$ cat src/rtcsc_pkg.sv
// Purpose: Shared constants for the RTC status register and time counters
// Assumes: 100 MHz system clock, 32.768 kHz oscillator tick on a pin
// Notes:   Offsets are register indices on the local register port
package rtcsc_pkg;

  // ----------------------------------------------------------------
  // Register offsets
  // ----------------------------------------------------------------
  localparam logic [3:0] RTCSC_OFF_SECONDS = 4'h0;
  localparam logic [3:0] RTCSC_OFF_MINUTES = 4'h1;
  localparam logic [3:0] RTCSC_OFF_HOURS   = 4'h2;
  localparam logic [3:0] RTCSC_OFF_OSC_ADJ = 4'h7;
  localparam logic [3:0] RTCSC_OFF_CTRL1   = 4'hE;
  localparam logic [3:0] RTCSC_OFF_CTRL2   = 4'hF;

  // ----------------------------------------------------------------
  // Field positions
  // ----------------------------------------------------------------
  localparam int C2_THR_SEL  = 7;
  localparam int C2_LOW_FLAG = 6;
  localparam int C2_OSC_OK   = 5;
  localparam int C2_POWER_ON = 4;
  localparam int C2_SCRATCH  = 3;
  localparam int C2_PER_FLAG = 2;
  localparam int C2_WK_FLAG  = 1;
  localparam int C2_DY_FLAG  = 0;
  localparam int C1_WK_EN    = 7;
  localparam int C1_DY_EN    = 6;
  localparam int C1_MODE_24  = 5;
  localparam int C1_CT_MSB   = 2;

  // Writable masks of the time counters
  localparam logic [7:0] RTCSC_SEC_MASK  = 8'h7F;
  localparam logic [7:0] RTCSC_MIN_MASK  = 8'h7F;
  localparam logic [7:0] RTCSC_HOUR_MASK = 8'h3F;

  // ----------------------------------------------------------------
  // Reset values and periodic cycle codes
  // ----------------------------------------------------------------
  localparam logic [7:0] RTCSC_CTRL_RESET = 8'h00;
  localparam logic [7:0] RTCSC_TIME_RESET = 8'h00;
  localparam logic       RTCSC_PWR_RESET  = 1'b1;
  localparam logic       RTCSC_OSC_RESET  = 1'b0;
  localparam logic [2:0] CT_OFF    = 3'h0;
  localparam logic [2:0] CT_LOW    = 3'h1;
  localparam logic [2:0] CT_2HZ    = 3'h2;
  localparam logic [2:0] CT_1HZ    = 3'h3;
  localparam logic [2:0] CT_SEC    = 3'h4;
  localparam logic [2:0] CT_MIN    = 3'h5;
  localparam logic [2:0] CT_HOUR   = 3'h6;
  localparam logic [2:0] CT_MONTH  = 3'h7;

  // ----------------------------------------------------------------
  // Timing
  // ----------------------------------------------------------------
  localparam int CLK_PERIOD_NS     = 10;
  localparam int ALARM_DELAY_NS    = 31000;
  localparam int ALARM_DELAY_CYC   = ALARM_DELAY_NS / CLK_PERIOD_NS;
  localparam logic [14:0] DIV_LAST = 15'h7FFF;

endpackage

$ cat src/rtcsc_core.sv
// Purpose: Status/control registers, supply and oscillator monitors,
//          interrupt flags and BCD time counters of a serial RTC
// Assumes: Serial bus slave outside decodes into the register port
// Notes:   Read data is registered, one cycle after the address
// Functional notes
// - Threshold select 0 picks higher supply threshold, 1 picks lower.
// - Supply below threshold sets low flag, which holds and stops monitoring.
// - Writing 0 clears low flag and restarts monitoring; writing 1 does nothing.
// - Oscillator-ok bit is read/write; halt clears it, stays 0 until written.
// - Power-on flag set at power-up, stays 1 until software clears it.
// - While power-on flag is 1, control bits are forced 0, except two.
// - Power-on flag cleared only by writing 0; writing 1 ignored.
// - Scratch bit stores written value; cleared while power-on flag is set.
// - Periodic flag reads 1 while periodic interrupt holds the pin low.
// - Level mode: writing 0 clears periodic flag until next cycle; 1 ignored.
// - Enabled alarm match sets its flag about 31 us later; pin follows.
// - Alarm flag cleared by writing 0 or by clearing its enable, until next match; 1 ignored.
// - Alarm flag reads 0 while its enable is 0.
// - Seconds count BCD 00 to 59, carrying into minutes on wrap.
// - Minutes count BCD 00 to 59, carrying into hours on wrap.
// - Hours carry into day counters at 23 to 00 or PM11 to AM12.
// - Any seconds write resets the sub-second divider.
// - 12-hour mode: AM 12,01-11; PM 32,21-31; bit 5 marks PM.
`timescale 1ns/1ps
module rtcsc_core
  import rtcsc_pkg::*;
(
  input  wire logic       clk,
  input  wire logic       reset,
  input  wire logic [3:0] reg_addr,
  input  wire logic       reg_wr,
  input  wire logic [7:0] reg_wdata,
  output logic      [7:0] reg_rdata,
  input  wire logic       osc_tick_pin,
  input  wire logic       supply_below_high_pin,
  input  wire logic       supply_below_low_pin,
  input  wire logic       osc_halt_pin,
  input  wire logic       weekly_alarm_match,
  input  wire logic       daily_alarm_match,
  input  wire logic       month_start,
  output logic            day_carry,
  output logic            interrupt_out_n_o,
  output logic            interrupt_out_n_oe
);
  import rtcsc_pkg::*;

  // ----------------------------------------------------------------
  // Helpers
  // ----------------------------------------------------------------
  // BCD increment of a two-digit value
  function automatic logic [7:0] bcd_inc(input logic [7:0] v);
    if (v[3:0] == 4'h9) begin
      bcd_inc = {v[7:4] + 4'h1, 4'h0};
    end else begin
      bcd_inc = {v[7:4], v[3:0] + 4'h1};
    end
  endfunction

  // Write strobe for one register
  function automatic logic wr_hit(input logic [3:0] off);
    wr_hit = reg_wr && (reg_addr == off);
  endfunction

  // ----------------------------------------------------------------
  // Pin synchronisers
  // ----------------------------------------------------------------
  logic [3:0] sync1_q;
  logic [3:0] sync2_q;
  logic       tick_prev_q;
  logic       tick_s;
  logic       below_hi_s;
  logic       below_lo_s;
  logic       halt_s;

  // Two flops per pin, then edge history for the oscillator tick
  always_ff @(posedge clk) begin
    if (reset) begin
      sync1_q     <= 4'h0;
      sync2_q     <= 4'h0;
      tick_prev_q <= 1'b0;
    end else begin
      sync1_q     <= {osc_halt_pin, supply_below_low_pin,
                      supply_below_high_pin, osc_tick_pin};
      sync2_q     <= sync1_q;
      tick_prev_q <= sync2_q[0];
    end
  end

  assign tick_s     = sync2_q[0] && !tick_prev_q;
  assign below_hi_s = sync2_q[1];
  assign below_lo_s = sync2_q[2];
  assign halt_s     = sync2_q[3];

  // ----------------------------------------------------------------
  // Control state
  // ----------------------------------------------------------------
  logic       power_on_q;
  logic       osc_ok_q;
  logic       thr_sel_q;
  logic       low_flag_q;
  logic       scratch_q;
  logic [7:0] ctrl1_q;
  logic [7:0] osc_adj_q;
  logic       wr_c2;
  logic       supply_low;

  assign wr_c2 = wr_hit(RTCSC_OFF_CTRL2);

  // Power-on flag: set at power-up, write of 0 only clears
  always_ff @(posedge clk) begin
    if (reset) begin
      power_on_q <= RTCSC_PWR_RESET;
    end else if (wr_c2 && !reg_wdata[C2_POWER_ON]) begin
      power_on_q <= 1'b0;
    end
  end

  // Oscillator-ok monitor; a halt wins over a write
  always_ff @(posedge clk) begin
    if (reset) begin
      osc_ok_q <= RTCSC_OSC_RESET;
    end else if (halt_s) begin
      osc_ok_q <= 1'b0;
    end else if (wr_c2) begin
      osc_ok_q <= reg_wdata[C2_OSC_OK];
    end
  end

  // Control register 1 and oscillation adjust, forced 0 by power-on flag
  always_ff @(posedge clk) begin
    if (reset || power_on_q) begin
      ctrl1_q   <= RTCSC_CTRL_RESET;
      osc_adj_q <= RTCSC_CTRL_RESET;
    end else begin
      if (wr_hit(RTCSC_OFF_CTRL1)) begin
        ctrl1_q <= reg_wdata;
      end
      if (wr_hit(RTCSC_OFF_OSC_ADJ)) begin
        osc_adj_q <= reg_wdata;
      end
    end
  end

  // Threshold select and scratch bit
  always_ff @(posedge clk) begin
    if (reset || power_on_q) begin
      thr_sel_q <= 1'b0;
      scratch_q <= 1'b0;
    end else if (wr_c2) begin
      thr_sel_q <= reg_wdata[C2_THR_SEL];
      scratch_q <= reg_wdata[C2_SCRATCH];
    end
  end

  // Supply monitor: comparator picked by threshold select
  assign supply_low = thr_sel_q ? below_lo_s : below_hi_s;

  // Low-supply flag: sticky, monitoring stops while set
  always_ff @(posedge clk) begin
    if (reset || power_on_q) begin
      low_flag_q <= 1'b0;
    end else if (!low_flag_q && supply_low) begin
      low_flag_q <= 1'b1;
    end else if (wr_c2 && !reg_wdata[C2_LOW_FLAG]) begin
      low_flag_q <= 1'b0;
    end
  end

  // ----------------------------------------------------------------
  // Time counters
  // ----------------------------------------------------------------
  logic [14:0] div_q;
  logic [7:0]  sec_q;
  logic [7:0]  min_q;
  logic [7:0]  hour_q;
  logic        sec_tick;
  logic        sec_wrap;
  logic        min_wrap;
  logic        hour_wrap;
  logic        mode24;
  logic [7:0]  hour_next;

  assign mode24    = ctrl1_q[C1_MODE_24];
  assign sec_tick  = tick_s && (div_q == DIV_LAST);
  assign sec_wrap  = sec_tick && (sec_q == 8'h59);
  assign min_wrap  = sec_wrap && (min_q == 8'h59);
  assign hour_wrap = min_wrap && (mode24 ? (hour_q == 8'h23) : (hour_q == 8'h31));

  // Sub-second divider, cleared by any seconds write
  always_ff @(posedge clk) begin
    if (reset || wr_hit(RTCSC_OFF_SECONDS)) begin
      div_q <= 15'h0000;
    end else if (tick_s) begin
      div_q <= div_q + 15'h0001;
    end
  end

  // Seconds counter
  always_ff @(posedge clk) begin
    if (reset) begin
      sec_q <= RTCSC_TIME_RESET;
    end else if (wr_hit(RTCSC_OFF_SECONDS)) begin
      sec_q <= reg_wdata & RTCSC_SEC_MASK;
    end else if (sec_tick) begin
      sec_q <= sec_wrap ? 8'h00 : bcd_inc(sec_q);
    end
  end

  // Minutes counter
  always_ff @(posedge clk) begin
    if (reset) begin
      min_q <= RTCSC_TIME_RESET;
    end else if (wr_hit(RTCSC_OFF_MINUTES)) begin
      min_q <= reg_wdata & RTCSC_MIN_MASK;
    end else if (sec_wrap) begin
      min_q <= min_wrap ? 8'h00 : bcd_inc(min_q);
    end
  end

  // Next hour value in either mode
  always_comb begin
    hour_next = bcd_inc(hour_q);
    if (mode24) begin
      if (hour_q == 8'h23) begin
        hour_next = 8'h00;
      end
    end else begin
      unique case (hour_q)
        8'h11:   hour_next = 8'h32;
        8'h12:   hour_next = 8'h01;
        8'h31:   hour_next = 8'h12;
        8'h32:   hour_next = 8'h21;
        default: hour_next = bcd_inc(hour_q);
      endcase
    end
  end

  // Hours counter and day carry pulse
  always_ff @(posedge clk) begin
    if (reset) begin
      hour_q    <= RTCSC_TIME_RESET;
      day_carry <= 1'b0;
    end else begin
      day_carry <= hour_wrap;
      if (wr_hit(RTCSC_OFF_HOURS)) begin
        hour_q <= reg_wdata & RTCSC_HOUR_MASK;
      end else if (min_wrap) begin
        hour_q <= hour_next;
      end
    end
  end

  // ----------------------------------------------------------------
  // Interrupt flags
  // ----------------------------------------------------------------
  logic [2:0]  ct_mode;
  logic        per_event;
  logic        per_level_q;
  logic        per_flag;
  logic        wk_flag_q;
  logic        dy_flag_q;
  logic [11:0] wk_cnt_q;
  logic [11:0] dy_cnt_q;

  assign ct_mode = ctrl1_q[C1_CT_MSB:0];

  // Periodic event for the level modes
  always_comb begin
    unique case (ct_mode)
      CT_SEC:   per_event = sec_tick;
      CT_MIN:   per_event = sec_wrap;
      CT_HOUR:  per_event = min_wrap;
      CT_MONTH: per_event = month_start;
      default:  per_event = 1'b0;
    endcase
  end

  // Level-mode flag; an event wins over a clearing write
  always_ff @(posedge clk) begin
    if (reset || power_on_q || !ct_mode[2]) begin
      per_level_q <= 1'b0;
    end else if (per_event) begin
      per_level_q <= 1'b1;
    end else if (wr_c2 && !reg_wdata[C2_PER_FLAG]) begin
      per_level_q <= 1'b0;
    end
  end

  // Periodic flag mirrors the periodic output in every mode
  always_comb begin
    unique case (ct_mode)
      CT_OFF:  per_flag = 1'b0;
      CT_LOW:  per_flag = 1'b1;
      CT_2HZ:  per_flag = !div_q[13];
      CT_1HZ:  per_flag = !div_q[14];
      default: per_flag = per_level_q;
    endcase
  end

  // Alarm delay counters: start on match, flag set when they expire
  always_ff @(posedge clk) begin
    if (reset || !ctrl1_q[C1_WK_EN]) begin
      wk_cnt_q <= 12'h000;
    end else if (weekly_alarm_match && wk_cnt_q == 12'h000) begin
      wk_cnt_q <= 12'(ALARM_DELAY_CYC);
    end else if (wk_cnt_q != 12'h000) begin
      wk_cnt_q <= wk_cnt_q - 12'h001;
    end
  end

  always_ff @(posedge clk) begin
    if (reset || !ctrl1_q[C1_DY_EN]) begin
      dy_cnt_q <= 12'h000;
    end else if (daily_alarm_match && dy_cnt_q == 12'h000) begin
      dy_cnt_q <= 12'(ALARM_DELAY_CYC);
    end else if (dy_cnt_q != 12'h000) begin
      dy_cnt_q <= dy_cnt_q - 12'h001;
    end
  end

  // Alarm flags: held 0 while disabled, set wins over clear
  always_ff @(posedge clk) begin
    if (reset || !ctrl1_q[C1_WK_EN]) begin
      wk_flag_q <= 1'b0;
    end else if (wk_cnt_q == 12'h001) begin
      wk_flag_q <= 1'b1;
    end else if (wr_c2 && !reg_wdata[C2_WK_FLAG]) begin
      wk_flag_q <= 1'b0;
    end
  end

  always_ff @(posedge clk) begin
    if (reset || !ctrl1_q[C1_DY_EN]) begin
      dy_flag_q <= 1'b0;
    end else if (dy_cnt_q == 12'h001) begin
      dy_flag_q <= 1'b1;
    end else if (wr_c2 && !reg_wdata[C2_DY_FLAG]) begin
      dy_flag_q <= 1'b0;
    end
  end

  // Open-drain interrupt pin: pulls low while the periodic flag or either alarm flag is up
  assign interrupt_out_n_o  = 1'b0;
  assign interrupt_out_n_oe = per_flag || wk_flag_q || dy_flag_q;

  // ----------------------------------------------------------------
  // Register read port
  // ----------------------------------------------------------------
  always_ff @(posedge clk) begin
    if (reset) begin
      reg_rdata <= 8'h00;
    end else begin
      unique case (reg_addr)
        RTCSC_OFF_SECONDS: reg_rdata <= sec_q & RTCSC_SEC_MASK;
        RTCSC_OFF_MINUTES: reg_rdata <= min_q & RTCSC_MIN_MASK;
        RTCSC_OFF_HOURS:   reg_rdata <= hour_q & RTCSC_HOUR_MASK;
        RTCSC_OFF_OSC_ADJ: reg_rdata <= osc_adj_q;
        RTCSC_OFF_CTRL1:   reg_rdata <= ctrl1_q;
        RTCSC_OFF_CTRL2:   reg_rdata <= {thr_sel_q, low_flag_q, osc_ok_q, power_on_q,
                                         scratch_q, per_flag, wk_flag_q, dy_flag_q};
        default:           reg_rdata <= 8'h00;
      endcase
    end
  end

  // ----------------------------------------------------------------
  // Checks
  // ----------------------------------------------------------------
  a_power_forces_ctrl: assert property (@(posedge clk) disable iff (reset)
    power_on_q |=> ctrl1_q == 8'h00 && !thr_sel_q && !scratch_q && !interrupt_out_n_oe)
    else $error("control bits not cleared under power-on flag");

  a_power_no_set: assert property (@(posedge clk) disable iff (reset)
    !power_on_q |=> !power_on_q)
    else $error("power-on flag rose after being cleared");

  a_low_flag_hold: assert property (@(posedge clk) disable iff (reset)
    low_flag_q && !power_on_q && !(wr_c2 && !reg_wdata[C2_LOW_FLAG]) |=> low_flag_q)
    else $error("low-supply flag dropped without a clearing write");

  a_osc_halt_clear: assert property (@(posedge clk) disable iff (reset)
    halt_s |=> !osc_ok_q)
    else $error("oscillator-ok bit not cleared by halt");

  a_alarm_gated: assert property (@(posedge clk) disable iff (reset)
    !ctrl1_q[C1_WK_EN] |=> !wk_flag_q)
    else $error("weekly alarm flag up while disabled");

  a_alarm_delay: assert property (@(posedge clk) disable iff (reset)
    ctrl1_q[C1_DY_EN] && daily_alarm_match && dy_cnt_q == 12'h000 && !power_on_q
    |=> dy_cnt_q == 12'(ALARM_DELAY_CYC))
    else $error("daily alarm delay not loaded");

  a_sec_wrap: assert property (@(posedge clk) disable iff (reset)
    sec_wrap && !reg_wr |=> sec_q == 8'h00 && min_q != $past(min_q))
    else $error("seconds wrap without minute carry");

  a_div_clear: assert property (@(posedge clk) disable iff (reset)
    reg_wr && reg_addr == RTCSC_OFF_SECONDS |=> div_q == 15'h0000)
    else $error("divider not reset by seconds write");

  a_hour_pm11: assert property (@(posedge clk) disable iff (reset)
    !mode24 && hour_q == 8'h31 && min_wrap && !reg_wr |=> hour_q == 8'h12 && day_carry)
    else $error("PM11 to AM12 rollover wrong");

endmodule

$ cat config.mk
export PLATFORM = sky130hd
export DESIGN_NAME = rtcsc_core
export DESIGN_NICKNAME = d
export VERILOG_FILES = /design/src/rtcsc_pkg.sv /design/src/rtcsc_core.sv
export SDC_FILE = /design/constraint.sdc
export NUM_CORES = 1
export LEC_CHECK = 0
export ABC_AREA = 1
export BUFFER_PORTS_ARGS = -buffer_cell sky130_fd_sc_hd__buf_4
export CAP_MARGIN = 20
export CORE_MARGIN = 1
export CORE_UTILIZATION = 28
export CTS_BUF_LIST = sky130_fd_sc_hd__clkbuf_8
export DETAILED_ROUTE_END_ITERATION = 8
export GPL_TIMING_DRIVEN = 0
export MAX_ROUTING_LAYER = met4
export PLACE_DENSITY = 0.5
export SYNTH_ARGS = -nofsm -noshare
export SYNTH_HDL_FRONTEND = slang
export SYNTH_SLANG_ARGS = --single-unit
$ cat constraint.sdc
create_clock -name clk -period 2 [get_ports clk]
set_input_delay 0.3 -clock clk [delete_from_list [all_inputs] [get_ports clk]]
set_output_delay 0.3 -clock clk [all_outputs]
set_load 0.05 [all_outputs]
==> metrics <==
CTS tree=done; root buffer cell=clkbuf_8; critical path capture point type=primary output; largest net degree at the start of global routing=18; # hold bufs at CTS=0; Final Power=3920 uW; PD cells=618 nW/um^2; slowest stage delay, CP=390 ps; initial antenna violation count=0; I/O pin total=33; Slew Limit Fails=0; synth top area cells=dfxtp_1 (38%), nand2_1 (9.4%), inv_1 (7.3%), nor2_1 (6.9%), a21oi_1 (6.2%); H-tree depth=3; Reg clk slew, reported paths=100 ps; CTS buffer count=9; P_leak=0.00255 uW; Tcrit/Tclk final=94.0%; gr ovfl total=0; Top FF cell, synth=dfxtp_1; via-per-instance ratio=4.52; chip height=142 um; Clock Latency Late Sink=390 ps; worst-margin pin slew=685 ps; Crit path required time=1700 ps; number of flops mapped to enable cells by yosys=0; share of flip-flops with an asynchronous set or reset=0%; DRT antenna net count=0; total die area=20200 sq um; Buf/Inv on CP=2; GPL Wtd Cong=0.866; worst min path class=in -> reg; final setup TNS=0 ps; Hold Crit Depth=3; Clock Path Buffers=2; drt first pass iters=5; Site Rows=50; RSZ-0062 raised after global routing=false; cell family with most CP delay=flip-flops; syn_nets=818; Synth Instances=779; routed wire length=14500 um; Max Clk Rate=532 MHz; dpl cells=1069; number of nets in the layout=861; FF-to-FF path depth=8; PortBufs=30; Core ar.=19000 sq um; YS warnings=0; Final Hold Vio Count=0; critical path class=reg -> out; Max-slew headroom=54.3%; outcome=completed; Unique masters post-synth=46; antenna fix cells=0; vias=4918; Max-cap violations=0; slowest stage cell, crit path=dfxtp_2; crit-path cells=inv_1 > nor2_2 > nand2_1 > o2111ai_1 > o21ai_1 > nand3_1 > buf_6; GR Util All Layers=15.7%; Layout area overhead=15.2%; Worst setup SP type=flop; first-pass GRT wire length=23800 um; initial drt markers=236; final setup fails=0; top-area cell type share of the netlist area=38.2%; syn avg cell area=7.07 sq um; # clock sinks=105; clk_skew=11.2 ps; number of global-route vias before repair=4635; Worst IR Drop VDD=0.000327 V; Post-Syn Area=5510 sq um; worst-path fanout max=4; post-synth top area cell=dfxtp_1; Horiz. Die Dim=142 um; wire per inst=13.3 um; WP data arrival=1580 ps; sequential share of the synthesized area=38.2%; layout cells sized above 1=13.8%; cell depth of the worst setup path=7; Tmin final=1880 ps; Post-Layout Cell Count=1087; Starting Density=29.0%; post-synthesis register bit count=105; Hold WS=116 ps; Final HPWL DP=11100 um; DR DRC count=0
cell usage in the layout, fill, tap and decap left out, types with 4 or more instances in the layout:
cell and instances:
nand2_1 136, inv_1 107, dfxtp_1 100, nor2_1 99
a21oi_1 68, o21ai_0 39, nand3_1 36, buf_4 33
nor3_1 20, o22ai_1 19, xor2_1 17, ha_1 16
nand4_1 12, nand2_2 10, xnor2_1 9, nor2_4 9
clkbuf_8 9, inv_2 7, or2_2 7, nor2_2 6
a21oi_2 5, a211oi_1 5, buf_2 5, dfxtp_2 5
o21ai_1 4, nor3b_1 4
power by group:
group | internal (uW) | switching [uW] | total [uW] | leakage, uW
logic | 62.0 | 130 | 192 | 0.00158
clock network | 834 | 782 | 1620 | 0.000124
registers | 2100 | 8.64 | 2110 | 0.000850
total | 3000 | 920 | 3920 | 0.00255
worst min-delay path, cell delays in order:
cell and delay [ps]:
buf_4 80, inv_1 30, nor2_1 70
stage by stage:
step	cell area (sq um)	utilization, %	worst slack, ps
final	6350	33.4	119
after global routing	6350	33.4	14.1
after CTS	6300	33.1	14.9
after detailed placement	6060	31.8	64.2
after global placement	6060	31.8	39.3
after floorplan	5510	-	420
cell usage after synthesis (all sizes together) (2+ instances only):
cell type and n:
nor3 20, nand2 149, o211ai 3, xor2 17, nand4 14, xnor2 9
a31oi 3, o21ai 44, or2 8, ha 17, a21oi 73, nor3b 4
nor2 114, a211oi 5, dfxtp 105, buf 10, nand3 38, clkinv 2
clkbuf 2, inv 114, o22ai 19
final cells by class:
class | instances | area [sq um]
fill | 2099 | 12700
timing repair buffer | 32 | 244
multi-input combinational | 546 | 2930
clock inverter | 7 | 118
buffer | 12 | 58.8
tap | 260 | 325
sequential | 105 | 2110
inverter | 116 | 437
clock buffer | 9 | 124
cell families (layout without fill, tap and decap cells):
| family | after synthesis | count (layout) | share of synthesized area (%) |
|---|---|---|---|
| compound gates | 153 | 153 | 15.6 |
| xor+xnor | 26 | 26 | 4.14 |
| fa+ha+maj | 17 | 17 | 3.86 |
| buf+inv | 128 | 176 | 9.00 |
| flops | 105 | 105 | 38.2 |
| other cells | 1 | 1 | 0.0681 |
| simple gates | 349 | 349 | 29.2 |
metal layers:
layer	share of wire, %	wire, um	track usage (%)	vias up
met5	0	0	-	-
met4	2.1	305	5.89	0
met3	3.4	494	3.03	22
met2	45	6560	24.3	69
met1	49	7110	20.1	2216
li1	-	-	-	2611
flip-flops by register name, summed over array words and instances, names as in the netlist, 4 cells and up:
signal     flops
reg_rdata      8
hour_q         8
sync2_q        4
dy_cnt_q      12
sync1_q        4
min_q          8
wk_cnt_q      12
sec_q          8
ctrl1_q        8
osc_adj_q      8
div_q         15
worst paths after layout:
path,from,end,slack [ps]
max reg2reg,min_q[0],hour_q[1],180
min,osc_halt_pin,sync1_q[3],120
max,ctrl1_q[1],interrupt_out_n_oe,120
min reg2reg,sync1_q[0],sync2_q[0],410
timing repair:
action,CTS,global route
setup buffers,0,2
pin swaps,0,3
setup endpoints to repair,1,17
resized for setup,1,13
Note: power is estimated with default switching activity, not from simulation.
